--- config.mk ---
export PLATFORM = sky130hd
export DESIGN_NAME = rcwd_top
export DESIGN_NICKNAME = d
export VERILOG_FILES = /design/src/rcwd_pkg.sv /design/src/rcwd_delay_if.sv /design/src/rcwd_timer.sv /design/src/rcwd_top.sv
export SDC_FILE = /design/constraint.sdc
export NUM_CORES = 1
export LEC_CHECK = 0
export BUFFER_PORTS_ARGS = -buffer_cell sky130_fd_sc_hd__buf_2
export CORE_MARGIN = 4
export CORE_UTILIZATION = 45
export CTS_CLUSTER_SIZE = 16
export DETAILED_ROUTE_END_ITERATION = 8
export PLACE_DENSITY = 0.69
export SLEW_MARGIN = 30
export SYNTH_ARGS = -nofsm -noshare
export SYNTH_HDL_FRONTEND = slang
export SYNTH_HIERARCHICAL = 1
export SYNTH_SLANG_ARGS = --single-unit
--- constraint.sdc ---
create_clock -name clk -period 3.15 [get_ports clk]
set_input_delay 0.315 -clock clk [delete_from_list [all_inputs] [get_ports clk]]
set_output_delay 0.315 -clock clk [all_outputs]
set_load 0.05 [all_outputs]
--- src/rcwd_pkg.sv ---
/*
  Constants and types shared by the reset cause and wake delay block.
  Assumes a 200 MHz core clock; the lock, CPU-ready and oscillator-stable counts derive from that rate.
*/
package rcwd_pkg;

  // Register map (word index on the plain port)
  localparam logic [1:0] ADDR_RESET_CAUSE = 2'h0;
  localparam logic [1:0] ADDR_WAKE_CTRL = 2'h1;
  localparam logic [1:0] ADDR_WAKE_STATUS = 2'h2;

  // Reset cause and control bit positions
  localparam int BIT_IRQ_PRIO = 7;
  localparam int BIT_SOFT_BOR = 6;
  localparam int BIT_RESET_INSTR = 4;
  localparam int BIT_WDOG_EXPIRY = 3;
  localparam int BIT_POWER_DOWN = 2;
  localparam int BIT_POWER_ON = 1;
  localparam int BIT_BROWNOUT = 0;

  // Brown-out configuration that hands bit 6 to software
  localparam logic [1:0] BOR_CFG_SOFTWARE = 2'h1;

  // Timing
  localparam int CLK_MHZ = 200;
  localparam int OST_CYCLES = 1024;
  localparam int PLL_LOCK_US = 2000;
  localparam int PLL_LOCK_CYCLES = PLL_LOCK_US * CLK_MHZ;
  localparam int CPU_READY_NS = 100;
  localparam int CPU_READY_CYCLES = (CPU_READY_NS * CLK_MHZ + 999) / 1000;
  localparam int IOSC_STABLE_NS = 1000;
  localparam int IOSC_STABLE_CYCLES = (IOSC_STABLE_NS * CLK_MHZ + 999) / 1000;
  localparam int PIN_FILTER_CYCLES = 8;

  // Clock sources
  typedef enum logic [2:0] {
    RCWD_SRC_CRYSTAL = 3'b000,
    RCWD_SRC_CRYSTAL_PLL = 3'b001,
    RCWD_SRC_EXT_CLOCK = 3'b010,
    RCWD_SRC_INT_OSC = 3'b011,
    RCWD_SRC_SECONDARY = 3'b100,
    RCWD_SRC_INT_31KHZ = 3'b101,
    RCWD_SRC_NONE = 3'b110
  } rcwd_src_t;

  typedef enum logic [2:0] {
    RCWD_ST_IDLE = 3'b000,
    RCWD_ST_OST = 3'b001,
    RCWD_ST_PLL = 3'b010,
    RCWD_ST_IOSC = 3'b011,
    RCWD_ST_DONE = 3'b100
  } rcwd_state_t;

endpackage

--- src/rcwd_delay_if.sv ---
/*
  Carrier between the wake sequencer and its countdown timer.
  Assumes one clock and synchronous use by both parties.
*/
`timescale 1ns/10ps
interface rcwd_delay_if;
  logic load;
  logic [19:0] count;
  logic expired;
  modport ctrl (output load, output count, input expired);
  modport timer (input load, input count, output expired);
endinterface

--- src/rcwd_timer.sv ---
/*
  Loadable down-counter used for start-up, lock and stabilisation waits.
  Assumes an asynchronous active-low reset whose release is already synchronised to clk.
*/
`timescale 1ns/10ps
module rcwd_timer (
  // Clock and control
  input wire logic clk,
  input wire logic rst_n,
  input wire logic ce,
  // Delay port
  rcwd_delay_if.timer dly
);
  logic [19:0] cnt_reg;
  logic run_reg;

  always_ff @(posedge clk or negedge rst_n) begin
    if (!rst_n) begin
      cnt_reg <= 20'h0_0000;
      run_reg <= 1'b0;
    end else if (ce) begin
      if (dly.load) begin
        cnt_reg <= dly.count;
        run_reg <= 1'b1;
      end else if (run_reg && cnt_reg != 20'h0_0000) begin
        cnt_reg <= cnt_reg - 20'h0_0001;
      end
    end
  end

  assign dly.expired = run_reg && (cnt_reg == 20'h0_0000) && !dly.load;
endmodule // rcwd_timer

--- src/rcwd_top.sv ---
/*
  Reset cause tracking and wake-up exit delay sequencing.
  Assumes firmware on the plain register port and board logic on the reset pin.
*/
`timescale 1ns/10ps
module rcwd_top (
  // Clock, reset, enable
  input wire logic clk,
  input wire logic nrst,
  input wire logic ce,
  // Register port
  input wire logic [1:0] reg_addr,
  input wire logic [7:0] reg_wdata,
  input wire logic reg_wr,
  input wire logic reg_rd,
  output logic [7:0] reg_rdata,
  // Configuration
  input wire logic [1:0] brownout_config,
  input wire logic external_reset_pin_enable,
  // Reset events
  input wire logic power_on_event,
  input wire logic brownout_event,
  input wire logic reset_instr_event,
  input wire logic watchdog_timeout,
  input wire logic stack_full_event,
  input wire logic stack_underflow_event,
  input wire logic watchdog_clear_instruction,
  input wire logic sleep_instruction,
  input wire logic power_managed,
  // Reset pin
  input wire logic external_reset_pin,
  output logic external_reset_pin_out,
  output logic external_reset_pin_oe,
  output logic pin_digital_in,
  // Wake sequencing
  input wire logic wake_event,
  input wire logic primary_idle_mode,
  input wire logic [2:0] src_before,
  input wire logic [2:0] src_after,
  output logic cpu_run,
  output logic primary_clock_ready,
  output logic internal_osc_stable,
  output logic soft_brownout_enable,
  output logic irq_priority_enable,
  output logic device_reset_req,
  output logic [7:0] reset_cause_onehot
);
  logic [1:0] rst_sync_reg;
  logic rst_n;
  logic [1:0] pin_sync_reg;
  logic [3:0] filt_cnt_reg;
  logic pin_low_reg;
  logic irq_prio_reg;
  logic soft_bor_reg;
  logic reset_instr_flag_reg;
  logic watchdog_expiry_flag_reg;
  logic power_down_flag_reg;
  logic power_on_flag_reg;
  logic brownout_flag_reg;
  logic soft_bor_en;
  logic pending_reg;
  logic [7:0] cause_next;
  logic [7:0] cause_reg;
  logic [7:0] episode_reg;
  logic [7:0] reset_cause_control_read;
  logic [5:0] cpu_cnt_reg;
  rcwd_pkg::rcwd_state_t state_reg;
  rcwd_pkg::rcwd_src_t after_src;
  logic wr_reset_cause_control;

  rcwd_delay_if dly ();

  rcwd_timer u_timer (
    .clk(clk),
    .rst_n(rst_n),
    .ce(ce),
    .dly(dly)
  );

  // Reset release through two flops
  always_ff @(posedge clk or negedge nrst) begin
    if (!nrst) begin
      rst_sync_reg <= 2'h0;
    end else begin
      rst_sync_reg <= {rst_sync_reg[0], 1'b1};
    end
  end
  assign rst_n = rst_sync_reg[1];

  // Pin synchroniser; only the second stage feeds logic
  always_ff @(posedge clk or negedge rst_n) begin
    if (!rst_n) begin
      pin_sync_reg <= 2'h3;
    end else if (ce) begin
      pin_sync_reg <= {pin_sync_reg[0], external_reset_pin};
    end
  end

  // Glitch filter: low must persist before it counts
  always_ff @(posedge clk or negedge rst_n) begin
    if (!rst_n) begin
      filt_cnt_reg <= 4'h0;
      pin_low_reg <= 1'b0;
    end else if (ce) begin
      if (pin_sync_reg[1] || !external_reset_pin_enable) begin
        filt_cnt_reg <= 4'h0;
        pin_low_reg <= 1'b0;
      end else if (filt_cnt_reg == 4'(rcwd_pkg::PIN_FILTER_CYCLES - 1)) begin
        pin_low_reg <= 1'b1;
      end else begin
        filt_cnt_reg <= filt_cnt_reg + 4'h1;
      end
    end
  end

  // Pin is input only; reads as data when reset function is off
  always_ff @(posedge clk or negedge rst_n) begin
    if (!rst_n) begin
      external_reset_pin_out <= 1'b0;
      external_reset_pin_oe <= 1'b0;
      pin_digital_in <= 1'b0;
    end else if (ce) begin
      external_reset_pin_out <= 1'b0;
      external_reset_pin_oe <= 1'b0;
      pin_digital_in <= external_reset_pin_enable ? 1'b0 : pin_sync_reg[1];
    end
  end

  // Cause capture: seven sources in eight cause bits, applied as one pending reset
  always_comb begin
    cause_next = 8'h00;
    cause_next[0] = power_on_event;
    cause_next[1] = pin_low_reg && !power_managed;
    cause_next[2] = pin_low_reg && power_managed;
    cause_next[3] = watchdog_timeout && !power_managed;
    cause_next[4] = brownout_event && soft_bor_en;
    cause_next[5] = reset_instr_event;
    cause_next[6] = stack_full_event;
    cause_next[7] = stack_underflow_event;
  end

  always_ff @(posedge clk or negedge rst_n) begin
    if (!rst_n) begin
      cause_reg <= 8'h00;
      episode_reg <= 8'h00;
      pending_reg <= 1'b0;
    end else if (ce) begin
      if (cause_next != 8'h00) begin
        cause_reg <= cause_reg | cause_next;
        episode_reg <= episode_reg | cause_next;
        pending_reg <= 1'b1;
      end else if (pending_reg) begin
        episode_reg <= 8'h00;
        pending_reg <= 1'b0;
      end
    end
  end

  // Brown-out enable follows config; software bit only in mode 01
  assign soft_bor_en = (brownout_config == rcwd_pkg::BOR_CFG_SOFTWARE) ? soft_bor_reg
                       : (brownout_config != 2'h0);
  assign wr_reset_cause_control = reg_wr && reg_addr == rcwd_pkg::ADDR_RESET_CAUSE;

  // Control bits
  always_ff @(posedge clk or negedge rst_n) begin
    if (!rst_n) begin
      irq_prio_reg <= 1'b0;
      soft_bor_reg <= 1'b1;
    end else if (ce) begin
      if (pending_reg && cause_next == 8'h00) begin
        irq_prio_reg <= 1'b0;
        soft_bor_reg <= 1'b1;
      end else if (wr_reset_cause_control) begin
        irq_prio_reg <= reg_wdata[rcwd_pkg::BIT_IRQ_PRIO];
        soft_bor_reg <= reg_wdata[rcwd_pkg::BIT_SOFT_BOR];
      end
    end
  end

  // Flags: hardware clears at reset release, firmware sets
  always_ff @(posedge clk or negedge rst_n) begin
    if (!rst_n) begin
      reset_instr_flag_reg <= 1'b1;
      power_on_flag_reg <= 1'b0;
      brownout_flag_reg <= 1'b0;
    end else if (ce) begin
      // Only this reset's causes; an old power-on must not clear flags again
      if (pending_reg && cause_next == 8'h00) begin
        if (episode_reg[5]) begin
          reset_instr_flag_reg <= 1'b0;
        end
        if (episode_reg[0]) begin
          power_on_flag_reg <= 1'b0;
        end
        if (episode_reg[4] || episode_reg[0]) begin
          brownout_flag_reg <= 1'b0;
        end
      end else if (wr_reset_cause_control) begin
        reset_instr_flag_reg <= reset_instr_flag_reg | reg_wdata[rcwd_pkg::BIT_RESET_INSTR];
        power_on_flag_reg <= power_on_flag_reg | reg_wdata[rcwd_pkg::BIT_POWER_ON];
        brownout_flag_reg <= brownout_flag_reg | reg_wdata[rcwd_pkg::BIT_BROWNOUT];
      end
    end
  end

  // Read-only watchdog and power-down flags
  always_ff @(posedge clk or negedge rst_n) begin
    if (!rst_n) begin
      watchdog_expiry_flag_reg <= 1'b1;
      power_down_flag_reg <= 1'b1;
    end else if (ce) begin
      if (watchdog_timeout) begin
        watchdog_expiry_flag_reg <= 1'b0;
      end else if (power_on_event || watchdog_clear_instruction || sleep_instruction) begin
        watchdog_expiry_flag_reg <= 1'b1;
      end
      if (sleep_instruction) begin
        power_down_flag_reg <= 1'b0;
      end else if (power_on_event || watchdog_clear_instruction) begin
        power_down_flag_reg <= 1'b1;
      end
    end
  end

  always_comb begin
    reset_cause_control_read = 8'h00;
    reset_cause_control_read[rcwd_pkg::BIT_IRQ_PRIO] = irq_prio_reg;
    reset_cause_control_read[rcwd_pkg::BIT_SOFT_BOR] =
      (brownout_config == rcwd_pkg::BOR_CFG_SOFTWARE) && soft_bor_reg;
    reset_cause_control_read[rcwd_pkg::BIT_RESET_INSTR] = reset_instr_flag_reg;
    reset_cause_control_read[rcwd_pkg::BIT_WDOG_EXPIRY] = watchdog_expiry_flag_reg;
    reset_cause_control_read[rcwd_pkg::BIT_POWER_DOWN] = power_down_flag_reg;
    reset_cause_control_read[rcwd_pkg::BIT_POWER_ON] = power_on_flag_reg;
    reset_cause_control_read[rcwd_pkg::BIT_BROWNOUT] = brownout_flag_reg;
  end

  // Read port, data one cycle after strobe
  always_ff @(posedge clk or negedge rst_n) begin
    if (!rst_n) begin
      reg_rdata <= 8'h00;
    end else if (ce) begin
      reg_rdata <= 8'h00;
      if (reg_rd) begin
        case (reg_addr)
          rcwd_pkg::ADDR_RESET_CAUSE: reg_rdata <= reset_cause_control_read;
          rcwd_pkg::ADDR_WAKE_STATUS: reg_rdata <= {5'h00, cpu_run,
            internal_osc_stable, primary_clock_ready};
          default: reg_rdata <= 8'h00;
        endcase
      end
    end
  end

  assign after_src = rcwd_pkg::rcwd_src_t'(src_after);

  // CPU preparation delay runs beside any oscillator wait
  always_ff @(posedge clk or negedge rst_n) begin
    if (!rst_n) begin
      cpu_cnt_reg <= 6'h00;
      cpu_run <= 1'b1;
    end else if (ce) begin
      if (wake_event) begin
        cpu_cnt_reg <= 6'(rcwd_pkg::CPU_READY_CYCLES);
        cpu_run <= 1'b0;
      end else if (cpu_cnt_reg != 6'h00) begin
        cpu_cnt_reg <= cpu_cnt_reg - 6'h01;
        cpu_run <= cpu_cnt_reg == 6'h01;
      end
    end
  end

  // Oscillator wait sequencer
  always_ff @(posedge clk or negedge rst_n) begin
    if (!rst_n) begin
      state_reg <= rcwd_pkg::RCWD_ST_IDLE;
      primary_clock_ready <= 1'b0;
      internal_osc_stable <= 1'b0;
      dly.load <= 1'b0;
      dly.count <= 20'h0_0000;
    end else if (ce) begin
      dly.load <= 1'b0;
      case (state_reg)
        rcwd_pkg::RCWD_ST_IDLE: begin
          if (wake_event) begin
            if (primary_idle_mode) begin
              state_reg <= rcwd_pkg::RCWD_ST_DONE;
            end else if (after_src == rcwd_pkg::RCWD_SRC_CRYSTAL
                         || after_src == rcwd_pkg::RCWD_SRC_CRYSTAL_PLL) begin
              primary_clock_ready <= 1'b0;
              dly.load <= 1'b1;
              dly.count <= 20'(rcwd_pkg::OST_CYCLES - 1);
              state_reg <= rcwd_pkg::RCWD_ST_OST;
            end else if (after_src == rcwd_pkg::RCWD_SRC_INT_OSC
                         && src_before != 3'(rcwd_pkg::RCWD_SRC_INT_OSC)) begin
              internal_osc_stable <= 1'b0;
              dly.load <= 1'b1;
              dly.count <= 20'(rcwd_pkg::IOSC_STABLE_CYCLES - 1);
              state_reg <= rcwd_pkg::RCWD_ST_IOSC;
            end else begin
              state_reg <= rcwd_pkg::RCWD_ST_DONE;
            end
          end
        end
        rcwd_pkg::RCWD_ST_OST: begin
          if (dly.expired) begin
            if (after_src == rcwd_pkg::RCWD_SRC_CRYSTAL_PLL) begin
              dly.load <= 1'b1;
              dly.count <= 20'(rcwd_pkg::PLL_LOCK_CYCLES - 1);
              state_reg <= rcwd_pkg::RCWD_ST_PLL;
            end else begin
              primary_clock_ready <= 1'b1;
              state_reg <= rcwd_pkg::RCWD_ST_DONE;
            end
          end
        end
        rcwd_pkg::RCWD_ST_PLL: begin
          if (dly.expired) begin
            primary_clock_ready <= 1'b1;
            state_reg <= rcwd_pkg::RCWD_ST_DONE;
          end
        end
        rcwd_pkg::RCWD_ST_IOSC: begin
          if (dly.expired) begin
            internal_osc_stable <= 1'b1;
            state_reg <= rcwd_pkg::RCWD_ST_DONE;
          end
        end
        rcwd_pkg::RCWD_ST_DONE: state_reg <= rcwd_pkg::RCWD_ST_IDLE;
        default: state_reg <= rcwd_pkg::RCWD_ST_IDLE;
      endcase
    end
  end

  // Registered copies for outputs
  always_ff @(posedge clk or negedge rst_n) begin
    if (!rst_n) begin
      soft_brownout_enable <= 1'b0;
      irq_priority_enable <= 1'b0;
      device_reset_req <= 1'b0;
      reset_cause_onehot <= 8'h00;
    end else if (ce) begin
      soft_brownout_enable <= soft_bor_en;
      irq_priority_enable <= irq_prio_reg;
      device_reset_req <= cause_next != 8'h00;
      reset_cause_onehot <= cause_reg;
    end
  end
endmodule // rcwd_top

==> results of run 1 <==
layout make-up:
type / instances / area share [%]
sequential: 85 / 42.1
inverter: 25 / 1.85
timing repair buffer: 63 / 7.09
clock inverter: 7 / 1.75
multi-input combinational: 321 / 41.6
tap: 129 / 3.17
clock buffer: 9 / 2.44
worst paths after layout:
path                                                 startpoint                              endpoint  slack, ps  cells past startpoint
worst max register to register  u_timer/cnt_reg[16]$_DFFE_PN0P_              state_reg[1]$_DFFE_PN0P_        600                      7
worst min-delay path                           watchdog_timeout  watchdog_expiry_flag_reg$_DFFE_PN1P_        110                      2
worst min register to register        rst_sync_reg[1]$_DFF_PN0_        u_timer/cnt_reg[0]$_DFFE_PN0P_        280                      0
max in group asynchronous             rst_sync_reg[1]$_DFF_PN0_       power_down_flag_reg$_DFFE_PN1P_       2190                      1
worst max-delay path            u_timer/cnt_reg[16]$_DFFE_PN0P_              state_reg[1]$_DFFE_PN0P_        600                      7
min in group asynchronous                                  nrst             rst_sync_reg[1]$_DFF_PN0_        260                      2
worst max-delay path: cells and delay by family (launching register included):
family / cells / cell delay (ps)
multiplexers: 2 / 480
flip-flops: 1 / 450
AND/OR/NAND/NOR: 4 / 1420
AO/OA/AOI/OAI: 1 / 110
Yosys cell counts (3+ instances only):
cell type | number | area, um^2
a22oi_1 | 7 | 52.6
and3_1 | 3 | 18.8
o21bai_1 | 3 | 22.5
nor2b_1 | 6 | 37.5
o21ai_1 | 5 | 25.0
buf_4 | 3 | 22.5
and2_1 | 5 | 31.3
buf_1 | 4 | 15.0
nor4_1 | 7 | 43.8
nor3_1 | 11 | 55.1
a211oi_1 | 5 | 37.5
or3_1 | 6 | 37.5
nand3_1 | 5 | 25.0
ha_1 | 6 | 75.1
nand4_1 | 5 | 31.3
o22ai_1 | 5 | 31.3
mux2_2 | 15 | 169
nand2_1 | 33 | 124
nand3b_1 | 4 | 30.0
a32oi_1 | 4 | 35.0
or4_1 | 3 | 22.5
clkbuf_1 | 11 | 41.3
o21a_1 | 3 | 22.5
inv_1 | 25 | 93.8
a221oi_1 | 4 | 35.0
a21o_1 | 10 | 75.1
nor2_1 | 35 | 131
dfstp_2 | 7 | 184
a21oi_1 | 26 | 130
nand2b_1 | 9 | 56.3
dfrtp_1 | 78 | 1950
o31ai_1 | 6 | 45.0
buf_2 | 5 | 25.0
o21ai_0 | 27 | 135
timing repair:
item / 4_1_cts / 5_1_grt
hold buffers: 1 / 0
gates resized for setup: 0 / 0
hold endpoints to repair: 2 / 0
power groups by stage:
stage               registers, mW  logic [mW]  clock network, mW
floorplan                    1.51       0.541                  0
global placement             1.56       0.671                  0
detailed placement           1.56       0.712                  0
CTS                          1.54       0.716              0.838
global route                 1.58       0.803              0.885
finish                       1.54       0.719              0.819
per-layer routing:
layer	up-vias	share of wire, %
met4	0	1.3
met1	1773	46
met5	-	0
met3	13	4.5
li1	1748	-
met2	94	48
metrics by stage:
step	worst slack, ps	utilization, %	hold WS [ps]	cell area, um^2
after floorplan	619	-	19.4	4460
after global placement	665	51.3	100	4830
after detailed placement	609	51.6	101	4860
after CTS	608	54.0	94.4	5080
after global routing	449	54.0	110	5080
final	602	54.0	112	5080
logic make-up (layout without fill, tap and decap cells):
| logic type | Yosys count | count (layout) | share of synthesized area, % |
|---|---|---|---|
| buffers and inverters | 49 | 104 | 4.72 |
| other | 2 | 10 | 0.170 |
| DFF | 85 | 85 | 48.2 |
| adders and majority gates | 6 | 6 | 1.70 |
| xor gates and xnor gates | 1 | 1 | 0.198 |
| AOI/OAI and AO/OA | 135 | 135 | 21.2 |
| muxes | 18 | 18 | 4.52 |
| and+or+nand+nor | 151 | 151 | 19.2 |
==> flow_metrics.tcl, run 1 <==
set metrics [dict create \
    status "completed" \
    drtAntennaViolNets 0 \
    pwr-share-seq_pct 50.1 \
    antenna_found_initial 0 \
    cp_max_fo 7 \
    wl_per_cell_um 15.6 \
    post_cts_buffers 0 \
    period_needed_ps 2550 \
    grt_usage_pct 18.2 \
    internal-power_mw 1.97 \
    crit_chain "or4_4 -> or4_1 -> nor3_2 -> and2_1 -> mux2_2 -> o21ai_0 -> mux2_2" \
    die_h_um 107 \
    syn-mean-instance-area_um2 9.90 \
    max_freq_ghz 0.393 \
    synth_flop_cell "dfrtp_1" \
    vias_per_cell 5.68 \
    ff_latch_area_um2 2140 \
    final_cell_mix "dfrtp_1, buf_2, nor2_1" \
    rows 35 \
    largest_reg_flops 20 \
    grt_pass1_wl_um 17000 \
    ys_async_sr_fraction_pct 100 \
    finalSetupViolCount 0 \
    synth_warnings 6 \
    end_kind "flip-flop" \
    cts-buffers-inserted 9 \
    start_util_pct 47.0 \
    hold_class "in2reg" \
    ys_seq_area_share_pct 48.2 \
    drive_above_1_share_pct 23.3 \
    fin_crit_sh_pct 80.9 \
    core_um2 9420 \
    area_delta_synth_final_pct 14.9 \
    cts-root-buf "clkbuf_8" \
    maxCapViolations 0 \
    grt_max_degree 52 \
    h-tree-depth 3 \
    tritoncts "yes" \
    fp.dieArea_um2 11500 \
    ys_seq_elements 85 \
    skew_ps 17.5 \
    clkPwrFrac_pct 26.6 \
    power.density_nw_per_um2 606 \
    dp_cells 622 \
    synth-edff-count 0 \
    grt_pass1_vias 3516 \
    final_common_cell "dfrtp_1" \
    num_vias 3628 \
    switching_share_pct 35.9 \
    drt-total-wl_um 10000 \
    use_met3_pct 3.43 \
    drt-initial-drc-count 187 \
    worst_path_max_delay_cell "or4_4" \
    path_common_cell "mux2_2" \
    multi_input_area_um2 2120 \
    synth_area_um2 4430 \
    tns_ps 0 \
    synth_cell_type_count 76 \
    p_leak_nw 2.11 \
    power_switching_mw 1.11 \
    clk_latency_ps 360 \
    combPwrFrac_pct 23.3 \
    rsz0062_at_grt "no" \
    critPathKind "reg2reg" \
    clkSinkCount 85 \
    crit_arrival_ps 2790 \
    path_clk_slew_ps 100 \
    maxSlewViolCount 0 \
    cp.required_ps 3390 \
    fin_total_pwr_mw 3.08 \
    worst_slew_pin_slew_ps 688 \
    top_usage_layer "met2" \
    dr.pass1.iters 5 \
    final.fill_count 843 \
    fin_nets 547 \
    die_w_um 107 \
    postSynthCellCount 447 \
    grtUsageMet2_pct 28.8 \
    diodes 0 \
    cpPeakStageDelay_ps 550 \
    start_kind "flip-flop" \
    port_buffers 54 \
    dpl.hpwl_um 7150 \
    cts_buffer_depth 2 \
    drcViolationCount 0 \
    met1_usage_pct 25.2 \
    hold_viol_final 0 \
    final_cells 639 \
    io_pins 61 \
    slew_headroom_pct 53.5 \
    vdd_ir_drop_max_uv 331 \
    grt_overflow 0 \
    place.gp.congestion 0.870 \
]
Power figures use the tool's default switching activity.
==> inputs of run 2 (changes only) <==
--- a/config.mk
+++ b/config.mk
@@ -10,7 +10,7 @@
 export CORE_UTILIZATION = 45
 export CTS_CLUSTER_SIZE = 16
 export DETAILED_ROUTE_END_ITERATION = 8
-export PLACE_DENSITY = 0.69
+export PLACE_DENSITY = 0.71
 export SLEW_MARGIN = 30
 export SYNTH_ARGS = -nofsm -noshare
 export SYNTH_HDL_FRONTEND = slang
==> constraint.sdc (replaced) <==
create_clock -name clk -period 2.3 [get_ports clk]
set_input_delay 0.23 -clock clk [delete_from_list [all_inputs] [get_ports clk]]
set_output_delay 0.23 -clock clk [all_outputs]
set_load 0.05 [all_outputs]
==> flow_metrics.tcl, run 2 (synthesized netlist as in run 1, its figures left out) <==
set metrics [dict create \
    rsz0062_at_grt "yes" \
    cp.required_ps 2540 \
    area_delta_synth_final_pct 19.1 \
    dr.pass1.iters 5 \
    max_freq_ghz 0.437 \
    vias_per_cell 5.63 \
    cts-root-buf "clkbuf_8" \
    cts_buffer_depth 2 \
    port_buffers 54 \
    critPathKind "reg2reg" \
    h-tree-depth 3 \
    skew_ps 14.4 \
    path_common_cell "or4_4" \
    path_clk_slew_ps 100 \
    end_kind "flip-flop" \
    grt_pass1_vias 3745 \
    antenna_found_initial 0 \
    crit_chain "or4_4 -> or4_4 -> nor3_4 -> and2_4 -> mux2_4 -> o21ai_2 -> mux2_2" \
    final_cell_mix "dfrtp_1, buf_2, nor2_1" \
    status "completed" \
    final_util_pct 56.0 \
    diodes 0 \
    fp.dieArea_um2 11500 \
    worst_slew_pin_slew_ps 832 \
    power.density_nw_per_um2 822 \
    drcViolationCount 0 \
    start_kind "flip-flop" \
    fin_total_pwr_mw 4.34 \
    hold_viol_final 0 \
    clkSinkCount 85 \
    dpl.hpwl_um 7630 \
    num_vias 3724 \
    place.gp.congestion 0.918 \
    final_common_cell "dfrtp_1" \
    drive_above_1_share_pct 27.4 \
    cpPeakStageDelay_ps 510 \
    worst_path_max_delay_cell "or4_4" \
    die_w_um 107 \
    cp_max_fo 3 \
    largest_reg_flops 20 \
    fin_crit_sh_pct 99.5 \
    core_um2 9420 \
    clk_latency_ps 370 \
    finalSetupViolCount 0 \
    crit_arrival_ps 2530 \
    grt_pass1_wl_um 18000 \
    grt_max_degree 51 \
    hold_class "in2reg" \
    vdd_ir_drop_max_uv 313 \
    die_h_um 107 \
    grt_overflow 0 \
    cts-buffers-inserted 9 \
    grt_usage_pct 19.3 \
    slew_headroom_pct 44.1 \
    rows 35 \
    maxSlewViolCount 0 \
    drt-initial-drc-count 237 \
    final_cells 662 \
    drt-total-wl_um 10700 \
    fin_nets 570 \
    dp_cells 639 \
    p_leak_nw 2.25 \
    maxCapViolations 0 \
    wl_per_cell_um 16.1 \
    tritoncts "yes" \
    drtAntennaViolNets 0 \
    start_util_pct 47.0 \
    period_needed_ps 2290 \
    io_pins 61 \
]
==> run 2: cell types whose count changed in the layout (fill, tap and decap cells not counted), moves of 2 or more <==
| cell | change |
|---|---|
| inv_8 | +3 |
| inv_6 | -4 |
| buf_4 | +20 |
| clkinv_4 | +2 |
| o21ai_0 | -2 |
| buf_6 | +3 |
| nor3_2 | -2 |
==> run 2: layout make-up <==
type	instances	area (um^2)
Clock buffer	9	124
Clock inverter	7	75.1
Multi-Input combinational cell	321	2140
Timing Repair Buffer	86	537
Fill cell	854	4140
Tap cell	129	161
Sequential cell	85	2140
Inverter	25	93.8
==> run 2: metal layers <==
metal  vias to the layer above  global-route usage, %  routed length [um]  share of wire, %
met4                         0                   6.67                 194               1.8
li1                       1789                      -                   -                 -
met1                      1807                   26.6                4830                45
met2                       108                   30.8                5070                48
met5                         -                      0                   0                 0
met3                        20                   3.07                 576               5.4
==> run 2: power by group <==
part / internal (mW) / leakage (nW) / switching [mW]
clock network: 0.428 / 0.0981 / 0.627
logic: 0.554 / 1.15 / 0.668
registers: 1.75 / 0.994 / 0.308
total: 2.73 / 2.25 / 1.60
==> run 2: critical path: cells and delay by family, from the launching register on <==
| kind | cells | cell delay (ps) |
|---|---|---|
| simple gates | 4 | 1270 |
| mux | 2 | 440 |
| flops | 1 | 400 |
| compound gates | 1 | 60 |
==> run 2: worst paths after layout <==
path | end | from | depth (start not counted) | slack (ps)
max in group asynchronous | watchdog_expiry_flag_reg$_DFFE_PN1P_ | rst_sync_reg[1]$_DFF_PN0_ | 1 | 1330
worst min-delay path | watchdog_expiry_flag_reg$_DFFE_PN1P_ | watchdog_timeout | 2 | 20
worst min register to register | u_timer/cnt_reg[19]$_DFFE_PN0P_ | rst_sync_reg[1]$_DFF_PN0_ | 0 | 290
worst max-delay path | state_reg[1]$_DFFE_PN0P_ | u_timer/cnt_reg[18]$_DFFE_PN0P_ | 7 | 10
worst max register to register | state_reg[1]$_DFFE_PN0P_ | u_timer/cnt_reg[18]$_DFFE_PN0P_ | 7 | 10
min in group asynchronous | rst_sync_reg[1]$_DFF_PN0_ | nrst | 2 | 160
==> run 2: through the flow <==
step	setup slack, ps	setup TNS, ps	area (um^2)	hold WS, ps
floorplan	-1.20	-1.20	4470	-65.6
global placement	-62.7	-194	4980	13.8
detailed placement	-116	-381	4980	17.6
CTS	4.46	0	5250	7.08
global route	-69.9	-330	5270	21.0
finish	12.0	0	5270	22.5
==> run 2: what timing repair did <==
action                                  4_1_cts  5_1_grt
resized for setup                             4        8
hold buffers                                  1        0
gates cloned                                  0        0
buffers inserted                              6        1
endpoints found under the setup margin        6        7
pin swaps                                     2        0
endpoints found under the hold margin         2        0
